[src/hw/tap_pkg.sv]
`default_nettype none
package tap_pkg;
  // Register byte offsets
  localparam logic [3:0] OFF_STATUS  = 4'h0;
  localparam logic [3:0] OFF_MASK    = 4'h4;
  localparam logic [3:0] OFF_RESP    = 4'h8;
  localparam logic [3:0] OFF_ALERT   = 4'hc;
  // Field positions in the response control word of one sensor
  localparam int RESP_ON_ASSERT   = 0;
  localparam int RESP_ON_DEASSERT = 1;
  localparam int RESP_IRQ         = 2;
  localparam int RESP_SELFREF     = 3;
  localparam int RESP_MEMTHR      = 4;
  localparam int RESP_PERFTHR     = 5;
  localparam int RESP_BITS        = 8;
  // Status bit positions
  localparam int ST_ALARM_RISE = 0;
  localparam int ST_ALARM_FALL = 1;
  localparam int ST_TRIP       = 2;
  localparam int ST_RESP_IRQ   = 3;
  localparam int ST_BITS       = 4;
  localparam logic [31:0] RESP_RESET = 32'h0000_0000;
  localparam logic [31:0] MASK_RESET = 32'h0000_0000;
  localparam logic [31:0] UNMAPPED_READ = 32'h0000_0000;
endpackage
`default_nettype wire

[src/hw/tap_sync2.sv]
`timescale 1ns/1ps
`default_nettype none
// Two-flop synchroniser, first stage read only by the second
module tap_sync2 #(
  parameter int          W          = 1,
  parameter logic [W-1:0] RESET_VAL = '0
) (
  input  wire logic         sys_clk,
  input  wire logic         rst,
  input  wire logic [W-1:0] async_in,
  output logic      [W-1:0] sync_out
);
  logic [W-1:0] meta;
  logic [W-1:0] next_meta;
  logic [W-1:0] next_sync_out;

  always_comb
  begin
    next_meta     = async_in;
    next_sync_out = meta;
    if (rst)
    begin
      next_meta     = RESET_VAL;
      next_sync_out = RESET_VAL;
    end
  end

  always_ff @(posedge sys_clk)
  begin
    meta     <= next_meta;
    sync_out <= next_sync_out;
  end
endmodule
`default_nettype wire

[src/hw/tap_thermal_alarm.sv]
// Our own choices: the register addresses and the Avalon-MM slave port.
`timescale 1ns/1ps
`default_nettype none
module tap_thermal_alarm #(
  parameter int N_CORES = 2
) (
  input  wire logic               sys_clk,
  input  wire logic               rst,
  // Sensor inputs: cores then memory controller
  input  wire logic [N_CORES-1:0] core_hot,
  input  wire logic               mem_hot,
  input  wire logic [N_CORES-1:0] deep_power_down_state,
  input  wire logic               trip_hot,
  // Open-drain alarm pin
  input  wire logic               alarm_n_in,
  output logic                    alarm_n_out,
  output logic                    alarm_n_oe,
  // Open-drain shutdown pin
  output logic                    overheat_shutdown_n_out,
  output logic                    overheat_shutdown_n_oe,
  output logic                    exec_halt,
  // Per-sensor actions
  output logic [N_CORES:0]        selfref_2x_req,
  output logic [N_CORES:0]        mem_throttle_req,
  output logic [N_CORES:0]        perf_throttle_req,
  output logic                    irq,
  // Avalon-MM slave
  input  wire logic [3:0]         avs_address,
  input  wire logic               avs_read,
  input  wire logic               avs_write,
  input  wire logic [31:0]        avs_writedata,
  output logic [31:0]             avs_readdata,
  output logic                    avs_waitrequest
);
  localparam int NS = N_CORES + 1;

  // Pin and sensor inputs come from other domains
  logic [NS+N_CORES+1:0] raw_in;
  logic [NS+N_CORES+1:0] syn_in;
  logic [NS-1:0]         hot_s;
  logic [N_CORES-1:0]    dpd_s;
  logic                  trip_s;
  logic                  pin_low_s;

  assign raw_in = {alarm_n_in, trip_hot, deep_power_down_state,
                   mem_hot, core_hot};

  tap_sync2 #(
    .W         (NS + N_CORES + 2),
    .RESET_VAL ({1'b1, {(NS + N_CORES + 1){1'b0}}})
  ) u_sync (
    .sys_clk  (sys_clk),
    .rst      (rst),
    .async_in (raw_in),
    .sync_out (syn_in)
  );

  assign hot_s     = syn_in[NS-1:0];
  assign dpd_s     = syn_in[NS+N_CORES-1:NS];
  assign trip_s    = syn_in[NS+N_CORES];
  assign pin_low_s = ~syn_in[NS+N_CORES+1];

  // Alarm state
  logic [NS-1:0]      contrib;
  logic               alarm_seen;
  logic               alarm_prev;
  logic               halted;
  logic [NS-1:0]      act_selfref;
  logic [NS-1:0]      act_memthr;
  logic [NS-1:0]      act_perfthr;
  logic [NS-1:0]      next_act_selfref;
  logic [NS-1:0]      next_act_memthr;
  logic [NS-1:0]      next_act_perfthr;
  logic               next_alarm_prev;
  logic               next_halted;
  logic               drive_low;
  logic               next_drive_low;
  logic               rise;
  logic               fall;
  logic [NS-1:0]      resp_irq_ev;

  // Registers
  localparam int ST_BITS_W = tap_pkg::ST_BITS;
  logic [ST_BITS_W-1:0] status;
  logic [ST_BITS_W-1:0] mask;
  logic [31:0]          resp_cfg;
  logic [ST_BITS_W-1:0] next_status;
  logic [ST_BITS_W-1:0] next_mask;
  logic [31:0]          next_resp_cfg;
  logic [31:0]          next_readdata;
  logic                 rd_pending;
  logic                 next_rd_pending;
  logic [ST_BITS_W-1:0] events;

  // Core contribution released in deep power-down
  always_comb
  begin
    contrib = hot_s;
    contrib[N_CORES-1:0] = hot_s[N_CORES-1:0] & ~dpd_s;
  end

  // Own hot sensors or external pull both count as alarm; trip_hot does not
  assign alarm_seen = (|contrib) | pin_low_s;
  assign rise = alarm_seen & ~alarm_prev;
  assign fall = ~alarm_seen & alarm_prev;

  // Each sensor gets its own action word, selected edge fires it
  genvar g;
  generate
    for (g = 0; g < NS; g++)
    begin : g_sensor
      logic [tap_pkg::RESP_BITS-1:0] cfg;
      logic                          fire;
      assign cfg  = resp_cfg[g*tap_pkg::RESP_BITS +: tap_pkg::RESP_BITS];
      assign fire = (rise & cfg[tap_pkg::RESP_ON_ASSERT])
                  | (fall & cfg[tap_pkg::RESP_ON_DEASSERT]);
      assign resp_irq_ev[g] = fire & cfg[tap_pkg::RESP_IRQ];
      always_comb
      begin
        next_act_selfref[g] = act_selfref[g];
        next_act_memthr[g]  = act_memthr[g];
        next_act_perfthr[g] = act_perfthr[g];
        // Actions latch on firing edge, drop on any other alarm edge
        if (fire)
        begin
          next_act_selfref[g] = cfg[tap_pkg::RESP_SELFREF];
          next_act_memthr[g]  = cfg[tap_pkg::RESP_MEMTHR];
          next_act_perfthr[g] = cfg[tap_pkg::RESP_PERFTHR];
        end
        else if (rise | fall)
        begin
          next_act_selfref[g] = 1'b0;
          next_act_memthr[g]  = 1'b0;
          next_act_perfthr[g] = 1'b0;
        end
        if (rst)
        begin
          next_act_selfref[g] = 1'b0;
          next_act_memthr[g]  = 1'b0;
          next_act_perfthr[g] = 1'b0;
        end
      end
    end
  endgenerate

  always_comb
  begin
    // Own sensors only; echoing the pin back would latch the alarm forever
    next_drive_low  = |contrib;
    next_alarm_prev = alarm_seen;
    // Halt is sticky until reset: no recovery from a catastrophic trip
    next_halted     = halted | trip_s;
    if (rst)
    begin
      next_drive_low  = 1'b0;
      next_alarm_prev = 1'b0;
      next_halted     = 1'b0;
    end
  end

  always_ff @(posedge sys_clk)
  begin
    drive_low   <= next_drive_low;
    alarm_prev  <= next_alarm_prev;
    halted      <= next_halted;
    act_selfref <= next_act_selfref;
    act_memthr  <= next_act_memthr;
    act_perfthr <= next_act_perfthr;
  end

  assign alarm_n_out             = 1'b0;
  assign alarm_n_oe              = drive_low;
  assign overheat_shutdown_n_out = 1'b0;
  assign overheat_shutdown_n_oe  = halted;
  assign exec_halt               = halted;
  assign selfref_2x_req          = act_selfref;
  assign mem_throttle_req        = act_memthr;
  assign perf_throttle_req       = act_perfthr;

  // Interrupt status
  always_comb
  begin
    events = '0;
    events[tap_pkg::ST_ALARM_RISE] = rise;
    events[tap_pkg::ST_ALARM_FALL] = fall;
    events[tap_pkg::ST_TRIP]       = trip_s & ~halted;
    events[tap_pkg::ST_RESP_IRQ]   = |resp_irq_ev;
  end

  // Writes answer in one cycle; reads get one wait cycle so readdata is registered
  always_comb
  begin
    next_status     = status;
    next_mask       = mask;
    next_resp_cfg   = resp_cfg;
    next_readdata   = avs_readdata;
    next_rd_pending = 1'b0;
    if (avs_write)
    begin
      case (avs_address)
        tap_pkg::OFF_STATUS:
          next_status = status & ~avs_writedata[ST_BITS_W-1:0];
        tap_pkg::OFF_MASK:   next_mask = avs_writedata[ST_BITS_W-1:0];
        tap_pkg::OFF_RESP:   next_resp_cfg = avs_writedata;
        default:             next_mask = mask;
      endcase
    end
    if (avs_read & ~rd_pending)
    begin
      next_rd_pending = 1'b1;
      case (avs_address)
        tap_pkg::OFF_STATUS: next_readdata = 32'(status);
        tap_pkg::OFF_MASK:   next_readdata = 32'(mask);
        tap_pkg::OFF_RESP:   next_readdata = resp_cfg;
        tap_pkg::OFF_ALERT:
          next_readdata = 32'({halted, pin_low_s, drive_low, contrib});
        default:             next_readdata = tap_pkg::UNMAPPED_READ;
      endcase
    end
    // Set wins over a clear in the same cycle
    next_status = next_status | events;
    if (rst)
    begin
      next_status     = '0;
      next_mask       = tap_pkg::MASK_RESET[ST_BITS_W-1:0];
      next_resp_cfg   = tap_pkg::RESP_RESET;
      next_readdata   = '0;
      next_rd_pending = 1'b0;
    end
  end

  always_ff @(posedge sys_clk)
  begin
    status       <= next_status;
    mask         <= next_mask;
    resp_cfg     <= next_resp_cfg;
    avs_readdata <= next_readdata;
    rd_pending   <= next_rd_pending;
  end

  assign avs_waitrequest = avs_read & ~rd_pending;
  assign irq             = |(status & mask);
endmodule
`default_nettype wire

[config.mk]
export PLATFORM = sky130hd
export DESIGN_NAME = tap_thermal_alarm
export DESIGN_NICKNAME = d
export VERILOG_FILES = /design/src/hw/tap_pkg.sv /design/src/hw/tap_sync2.sv /design/src/hw/tap_thermal_alarm.sv
export SDC_FILE = /design/constraint.sdc
export NUM_CORES = 1
export LEC_CHECK = 0
export BUFFER_PORTS_ARGS = -buffer_cell sky130_fd_sc_hd__buf_4
export CELL_PAD_IN_SITES_DETAIL_PLACEMENT = 1
export CELL_PAD_IN_SITES_GLOBAL_PLACEMENT = 1
export CORE_UTILIZATION = 40
export DETAILED_ROUTE_END_ITERATION = 12
export GPL_TIMING_DRIVEN = 0
export HOLD_SLACK_MARGIN = 0.1
export PLACE_DENSITY_LB_ADDON = 0.1
export SLEW_MARGIN = 20
export SYNTH_ARGS = -nofsm -noshare
export SYNTH_HDL_FRONTEND = slang
export SYNTH_HIERARCHICAL = 1
export SYNTH_SLANG_ARGS = --single-unit
[constraint.sdc]
create_clock -name sys_clk -period 5 [get_ports sys_clk]
set_input_delay 1.25 -clock sys_clk [delete_from_list [all_inputs] [get_ports sys_clk]]
set_output_delay 1.25 -clock sys_clk [all_outputs]
set_load 0.05 [all_outputs]
==> results of run 1 <==
-- layout make-up --
class	count	area, um^2	area share
flip-flops and latches	99	1980	0.405
inverters	7	26.3	0.00537
clock inverters	7	70.1	0.0143
clock buffers	9	124	0.0253
repair buffers	90	676	0.138
well taps	129	161	0.0330
plain buffers	43	245	0.0501
multi-input cells	277	1610	0.329
-- where the power goes --
part           switching, mW  internal (mW)  total (mW)
Clock                  0.310          0.196       0.506
Combinational         0.0980         0.0563       0.154
Sequential           0.00881          0.801       0.810
-- path summary, 6_finish.rpt --
check	depth (start not counted)	to	startpoint
worst min register to register	1	u_sync/sync_out[6]$_SDFF_PP1_	u_sync/meta[6]$_SDFF_PP1_
worst max-delay path	4	avs_waitrequest	avs_read
worst max register to register	8	status[3]$_SDFF_PP0_	u_sync/sync_out[0]$_SDFF_PP0_
worst min-delay path	1	u_sync/sync_out[6]$_SDFF_PP1_	u_sync/meta[6]$_SDFF_PP1_
-- critical path, cell delays in order --
cell and delay (ps):
buf_4 120, nand2b_1 170, inv_1 140, buf_4 210
-- cell families (layout without fill, tap and decap cells) --
logic type,after synthesis,count (layout),synth area share
AO/OA/AOI/OAI,135,135,0.222
adder cells (fa/ha/maj),2,2,0.00648
buffers and inverters,50,156,0.0703
flip-flops,99,99,0.513
multiplexers,3,3,0.00810
other,1,2,0.000971
AND/OR/NAND/NOR,135,135,0.179
-- flip-flops by register name, summed over array words and instances (netlist names), 3 cells and up --
name and count:
avs_readdata 32, mask 4, mem_throttle_req 3, perf_throttle_req 3, resp_cfg 32, selfref_2x_req 3, status 4, u_sync/meta 7
u_sync/sync_out 7
-- Yosys cell counts (3+ instances only) --
cell type | count | area (um^2)
a21oi_1 | 50 | 250
a22o_1 | 3 | 26.3
a22oi_1 | 6 | 45.0
a32oi_1 | 26 | 228
and2b_1 | 3 | 22.5
buf_2 | 10 | 50.1
buf_4 | 7 | 52.6
buf_6 | 6 | 67.6
clkbuf_1 | 18 | 67.6
dfxtp_1 | 99 | 1980
inv_1 | 7 | 26.3
nand2_1 | 18 | 67.6
nand2b_1 | 3 | 18.8
nand3_1 | 49 | 245
nor2_1 | 34 | 128
nor2b_1 | 13 | 81.3
o21ai_0 | 6 | 30.0
o21ai_1 | 29 | 145
-- routing by layer --
layer,up-vias,GRT usage,share of wire
met5,-,0,0
met4,0,0.0769,0.019
met3,18,0.0439,0.043
met2,106,0.415,0.49
met1,1821,0.329,0.45
li1,1747,-,-
-- per-stage QoR --
stage	hold slack (ps)	power (mW)	instance area (um^2)	utilization
after floorplan	383	0.913	3870	-
after global placement	394	0.977	4700	0.507
after detailed placement	411	0.982	4700	0.507
after CTS	441	1.48	4900	0.527
after global routing	460	1.53	4900	0.527
final	428	1.47	4900	0.527
==> results.md, run 1 <==
* Tcrit/Tclk final at 0.630
* CP endpoint kind: primary output
* WS Path Type: in2out
* I/O pins at 95
* Setup TNS at 0 ps
* Non-Filler Instances at 661
* Worst reg-to-reg setup slack at 2730 ps
* Routed Antenna Nets at 0
* DIE AREA at 10100 um^2
* Total iterations of the first detailed-routing run at 5
* Critical path required time at 3750 ps
* RSZ-0062 raised after global routing: false
* CTS tree: done
* Post-CTS sizing at 0
* RePlAce Congestion at 0.851
* Routed wire length per instance at 18.0 um
* Vias in the first global route at 3718
* Layout Nets at 576
* Num CTS Buffers at 9
* Startpoint class of the critical path: input pin
* Die W at 100 um
* Final WS setup at 1850 ps
* Via count at 3692
* Hold Buf Count CTS at 0
* Slew Viols, Final at 0
* Worst slew margin at 0.588
* Clock buffer depth at 2
* DRC violations left at 0
* Total Wirelength at 11.9 mm
* Mapped Avg Cell Area at 9.09 um^2
* Initial drt markers at 169
* Synth async-reset ratio at 0
* Unique masters post-synth at 42
* First-pass GRT wire length at 19.2 mm
* Worst-Skew Late Latency at 380 ps
* Setup repair bufs after CTS at 0
* Max frequency at 0.317 GHz
* Commonest non-fill, non-tap cells in the layout: dfxtp_1 (99), buf_4 (97), a21oi_1 (50)
* Fill cell count at 1152
* Initial antenna violation count at 0
* Critical path arrival at 1900 ps
* Die Ht at 100 um
* Final hold vios at 0
* Vias per cell at 5.59
* Leak at 1.89 nW
* Ant diodes at 0
* CTS Root Cell: clkbuf_8
* Worst slack, placed at 1860 ps
* Crit path max fanout at 5
* Peak VDD IR at 0.000135 V
* GRT overflow at 0
* Min Tclk post-route at 3150 ps
* Syn Inst Count at 425
* Core region area at 9280 um^2
* Worst Clk Skew at 14.2 ps
* Initial Util at 0.416
* Max Cap Viol at 0
* Status: finished, final reports clean
* Placed Cells at 645
* Ys flop type: dfxtp_1
* CTS sink count at 99
* Global router's overall resource usage at 0.249
* Worst Hold Class: reg2reg
* YS warnings at 6
* Worst-path clk slew at 100 ps
* Layout cell share with drive strength beyond 1 at 0.254
* Sequential share of the synthesized area at 0.513
* P per Cell Area at 300 nW/um^2
* Pin count of the biggest net entering global routing at 20
* Worst Tran Pin Value at 613 ps
* Commonest non-fill, non-tap cell in the layout: dfxtp_1
* IO Port Bufs at 90
* Row Count at 35
* Final setup viols at 0
* Synth Register Bits at 99
* Final HPWL DP at 9.04 mm
* Mapped Area at 3860 um^2
* Area growth syn-to-layout at 26.8%
* H-tree depth at 3
* Post-synth EDFFs at 0
(Power assumes the default switching activity.)
==> run 2, diff against run 1 <==
ABC_AREA = 1   (was default)
CORE_UTILIZATION = 34   (was 40)
clock period = 2.6 ns   (was 5 ns; I/O delays follow)
==> results.md, run 2 <==
* Synth area leader: dfxtp_1
* Tcrit/Tclk final at 0.883
* Post-synth EDFFs at 0
* First-pass GRT wire length at 17.5 mm
* Layout cell share with drive strength beyond 1 at 0.205
* DRC violations left at 0
* Synth cell count leaders: nand2_1 (142), dfxtp_1 (99), a21oi_1 (81), nand3_1 (47), inv_1 (39)
* Num CTS Buffers at 9
* CTS Root Cell: clkbuf_8
* CP endpoint kind: flop
* RSZ-0062 raised after global routing: false
* Worst Hold Class: reg2reg
* GRT overflow at 0
* Commonest non-fill, non-tap cell in the layout: nand2_1
* Setup TNS at 0 ps
* XOR/XNOR Fraction of Synth Area at 0
* Overall power at 2.87 mW
* Routed Antenna Nets at 0
* Post-route cell area at 4810 um^2
* CTS sink count at 99
* Max frequency at 0.436 GHz
* Unique masters post-synth at 19
* Crit path cell chain: inv_1, nor2_1, or3_1, nor2_1, ha_1, inv_1, o21ai_0, nor2_1, nand2_1, a21oi_1
* Initial Util at 0.356
* Syn Inst Count at 494
* Vias per cell at 4.82
* Commonest non-fill, non-tap cells in the layout: nand2_1 (142), dfxtp_1 (99), buf_4 (95)
* DIE AREA at 11400 um^2
* Via count at 3551
* Mux cell area share after synthesis at 0
* Vias in the first global route at 3536
* WS Path Type: reg2reg
* Clock buffer depth at 2
* Synth async-reset ratio at 0
* Synth Register Bits at 99
* YS warnings at 6
* Adder-cell share of the synthesized area at 0.00669
* RePlAce Congestion at 0.821
* Critical path arrival at 2520 ps
* Top post-synthesis cells by area: dfxtp_1 (53%), nand2_1 (14%), a21oi_1 (11%), nand3_1 (6.3%), inv_1 (3.9%)
* Total iterations of the first detailed-routing run at 4
* Leak at 1.99 nW
* Regs by FF count: avs_readdata: 32 flops, resp_cfg: 32 flops
* Final setup viols at 0
* Area growth syn-to-layout at 28.5%
* Ys flop type: dfxtp_1
* Min Tclk post-route at 2290 ps
* H-tree depth at 3
* Initial drt markers at 110
* Global Route met3 Usage at 0.0365
* Routed wire length per instance at 14.7 um
* CTS tree: done
* Critical path required time at 2820 ps
* Layout Nets at 646
* Setup repair bufs after CTS at 0
* Die Ht at 107 um
* Main combinational cell family by area after synthesis: simple AND/OR/NAND/NOR gates
* Slew Viols, Final at 0
* Sequential share of the synthesized area at 0.530
* Share of the synthesized area in the top cell type at 0.530
* Pin count of the biggest net entering global routing at 15
* Total Wirelength at 10.9 mm
* Placed Cells at 722
* Final hold vios at 0
* Fin Hold WS at 406 ps
* Max incr delay on CP at 520 ps
* Peak VDD IR at 0.000274 V
* Max Cap Viol at 0
* Post-synthesis compound-gate area fraction at 0.131
* Ant diodes at 0
* Non-Filler Instances at 737
* Final HPWL DP at 8.24 mm
* Worst slew margin at 0.577
* Post-Place Cell Area at 4600 um^2
* Post-CTS sizing at 0
* Row Count at 37
* CP dominant cell by count: nor2_1
* Post-Synth Simple-Gate Area at 0.247
* Startpoint class of the critical path: flop
* Slowest-stage cell, CP: o21ai_0
* Met1 Track Usage GR at 0.246
* Global router's overall resource usage at 0.200
* GR peak layer: met2
* I/O pins at 95
* Hold Buf Count CTS at 0
* P per Cell Area at 597 nW/um^2
* Die W at 107 um
* IO Port Bufs at 91
* Global Route met2 Usage at 0.350
* Mapped Area at 3740 um^2
* Initial antenna violation count at 0
* Most common cell in the netlist: nand2_1
* Worst Tran Pin Value at 635 ps
* Crit path max fanout at 5
* Worst-Skew Late Latency at 360 ps
* Worst-path clk slew at 80 ps
* Status: finished, final reports clean
* Core region area at 10500 um^2
* Mapped Avg Cell Area at 7.57 um^2
* Worst Clk Skew at 11.5 ps
run 2: layout make-up:
type / count / area, um^2
clock buffers: 13 / 149
flip-flops and latches: 99 / 1980
clock inverters: 2 / 60.1
multi-input cells: 325 / 1450
plain buffers: 31 / 165
inverters: 40 / 150
fillers: 1325 / 5700
well taps: 136 / 170
repair buffers: 91 / 683
run 2: metrics by stage:
step | utilization | worst slack, ps
3_3_place_gp | 0.437 | 374
4_1_cts | 0.457 | 274
5_1_grt | 0.457 | 79.5
3_5_place_dp | 0.437 | 327
2_1_floorplan | - | 668
6_report | 0.457 | 305
run 2: worst paths after layout:
path                                  from                              to  slack [ps]  cells after the start
max reg2reg  u_sync/sync_out[0]$_SDFF_PP0_  selfref_2x_req[2]$_SDFFE_PP0P_         310                     10
min reg2reg      u_sync/meta[4]$_SDFF_PP0_   u_sync/sync_out[4]$_SDFF_PP0_         410                      2
min              u_sync/meta[4]$_SDFF_PP0_   u_sync/sync_out[4]$_SDFF_PP0_         410                      2
max          u_sync/sync_out[0]$_SDFF_PP0_  selfref_2x_req[2]$_SDFFE_PP0P_         310                     10
run 2: power breakdown:
group          leakage [nW]  switching (mW)  internal [mW]
Sequential            0.802          0.0149           1.54
Clock                 0.104           0.497          0.565
Combinational          1.09           0.158         0.0901
run 2: logic make-up after synthesis:
logic type               after synthesis
AND/OR/NAND/NOR                      223
flip-flops                            99
AO/OA/AOI/OAI                         98
buffers and inverters                 71
adder cells (fa/ha/maj)                2
other                                  1
run 2: worst max-delay path: cells and delay by family (launching register included):
kind | cells | cell delay (ps)
simple gates | 5 | 930
compound gates | 2 | 580
flops | 1 | 300
fa+ha+maj | 1 | 200
buf+inv | 2 | 140
run 2: per-layer routing:
layer | part of all wire | vias to the layer above | wire length (um)
li1 | - | 1781 | -
met1 | 0.45 | 1700 | 4940
met3 | 0.037 | 8 | 397
met4 | 0.0095 | 0 | 103
met5 | 0 | - | 0
met2 | 0.50 | 62 | 5410
==> run 3, diff against run 2 <==
CELL_PAD_IN_SITES_DETAIL_PLACEMENT = 0   (was 1)
CORE_MARGIN = 4   (was default)
==> results.md, run 3 (same netlist as run 2, synthesis figures left out) <==
* Status: finished, final reports clean
* Worst-Skew Late Latency at 360 ps
* Die Ht at 113 um
* Final setup viols at 0
* CP top delay family: simple AND/OR/NAND/NOR gates
* Final hold vios at 0
* Worst Clk Skew at 8.34 ps
* Fin util at 0.445
* Row Count at 38
* Routed wire length per instance at 14.2 um
* Slew Viols, Final at 0
* IO Port Bufs at 91
* Num CTS Buffers at 9
* Max frequency at 0.453 GHz
* Post-Place Cell Area at 4600 um^2
* Startpoint class of the critical path: flop
* Core region area at 10800 um^2
* DRC violations left at 0
* Switching power at 706 uW
* Seq pwr share at 0.554
* Crit path buffers/inverters at 2
* Hold Buf Count CTS at 0
* Global Route met3 Usage at 0.0417
* Initial antenna violation count at 0
* Post-route cell area at 4800 um^2
* Layout Nets at 646
* Area growth syn-to-layout at 28.5%
* Setup TNS at 0 ps
* Pin count of the biggest net entering global routing at 17
* GR peak layer: met2
* Worst R2R Path Depth at 10
* Leak at 1.99 nW
* Vias per cell at 4.66
* Vias in the first global route at 3271
* Commonest non-fill, non-tap cell in the layout: nand2_1
* Footprint of the multi-input gates at 1450 um^2
* Total iterations of the first detailed-routing run at 6
* Routed Antenna Nets at 0
* Commonest non-fill, non-tap cells in the layout: nand2_1 (142), dfxtp_1 (99), buf_4 (95)
* Global router's overall resource usage at 0.163
* Max incr delay on CP at 500 ps
* GRT overflow at 0
* RePlAce Congestion at 0.810
* Die W at 113 um
* Total Wirelength at 10.5 mm
* Worst-path clk slew at 90 ps
* First-pass GRT wire length at 16.5 mm
* Via count at 3459
* Worst path depth at 10
* Placed Cells at 726
* Clock share of power at 0.359
* Fill cell count at 1152
* RSZ-0062 raised after global routing: false
* P per Cell Area at 585 nW/um^2
* WS Path Type: reg2reg
* Final HPWL DP at 7.91 mm
* Critical path required time at 2820 ps
* Worst slew margin at 0.601
* CP endpoint kind: flop
* Post-CTS sizing at 0
* Peak VDD IR at 0.000298 V
* Critical path arrival at 2430 ps
* Regs by FF count: avs_readdata: 32 flops, resp_cfg: 32 flops
* Sw frac at 0.251
* Initial drt markers at 192
* Fin Hold WS at 405 ps
* Worst Hold Class: reg2reg
* Initial Util at 0.347
* Min Tclk post-route at 2210 ps
* Tcrit/Tclk final at 0.850
* CP dominant cell by count: nor2_1
* Overall power at 2.81 mW
* Worst Tran Pin Value at 592 ps
* I/O pins at 95
* Ant diodes at 0
* Crit path max fanout at 5
* CTS Root Cell: clkbuf_8
* CTS sink count at 99
* Max Cap Viol at 0
* Global Route met2 Usage at 0.279
* WHS Path Cells at 2
* Non-Filler Instances at 742
* Slowest-stage cell, CP: o21ai_0
* FF/Latch Area at 1980 um^2
* Layout cell share with drive strength beyond 1 at 0.211
* H-tree depth at 3
* Met1 Track Usage GR at 0.208
* Setup repair bufs after CTS at 0
* Crit path cell chain: inv_1, nor2_1, or3_1, nor2_1, ha_1, inv_1, o21ai_0, nor2_1, nand2_1, a21oi_1
* Combinational share of power at 0.087
* Internal power at 2.10 mW
* Clock buffer depth at 2
* Final WS setup at 390 ps
* CTS tree: done
* DIE AREA at 12700 um^2
* Worst slack, placed at 388 ps
[run 3: layout make-up]
cell class	count	area share
plain buffers	31	0.0344
repair buffers	91	0.142
well taps	140	0.0365
multi-input cells	325	0.301
clock buffers	10	0.0286
clock inverters	6	0.0135
flip-flops and latches	99	0.412
inverters	40	0.0312
[run 3: worst min-delay path, cell delays in order, from the launching register on]
cell and delay (ps):
dfxtp_1 300, inv_1 40, nor2_1 30
[run 3: layer usage]
metal,share of wire,vias up,wire (um)
li1,-,1781,-
met1,0.46,1589,4800
met2,0.49,84,5160
met3,0.050,5,522
met4,0.0056,0,59
met5,0,-,0
[run 3: path summary, 6_finish.rpt]
| path | from | end | slack (ps) |
|---|---|---|---|
| worst max-delay path | u_sync/sync_out[0]$_SDFF_PP0_ | mem_throttle_req[0]$_SDFFE_PP0P_ | 390 |
| worst min-delay path | u_sync/meta[4]$_SDFF_PP0_ | u_sync/sync_out[4]$_SDFF_PP0_ | 410 |
| worst max register to register | u_sync/sync_out[0]$_SDFF_PP0_ | mem_throttle_req[0]$_SDFFE_PP0P_ | 390 |
| worst min register to register | u_sync/meta[4]$_SDFF_PP0_ | u_sync/sync_out[4]$_SDFF_PP0_ | 410 |
[run 3: power groups by stage]
stage	Sequential [mW]	Combinational, mW	Clock [mW]
floorplan	1.60	0.126	0
global placement	1.59	0.246	0
detailed placement	1.59	0.248	0
CTS	1.56	0.249	1.05
global route	1.56	0.272	1.10
finish	1.56	0.245	1.01
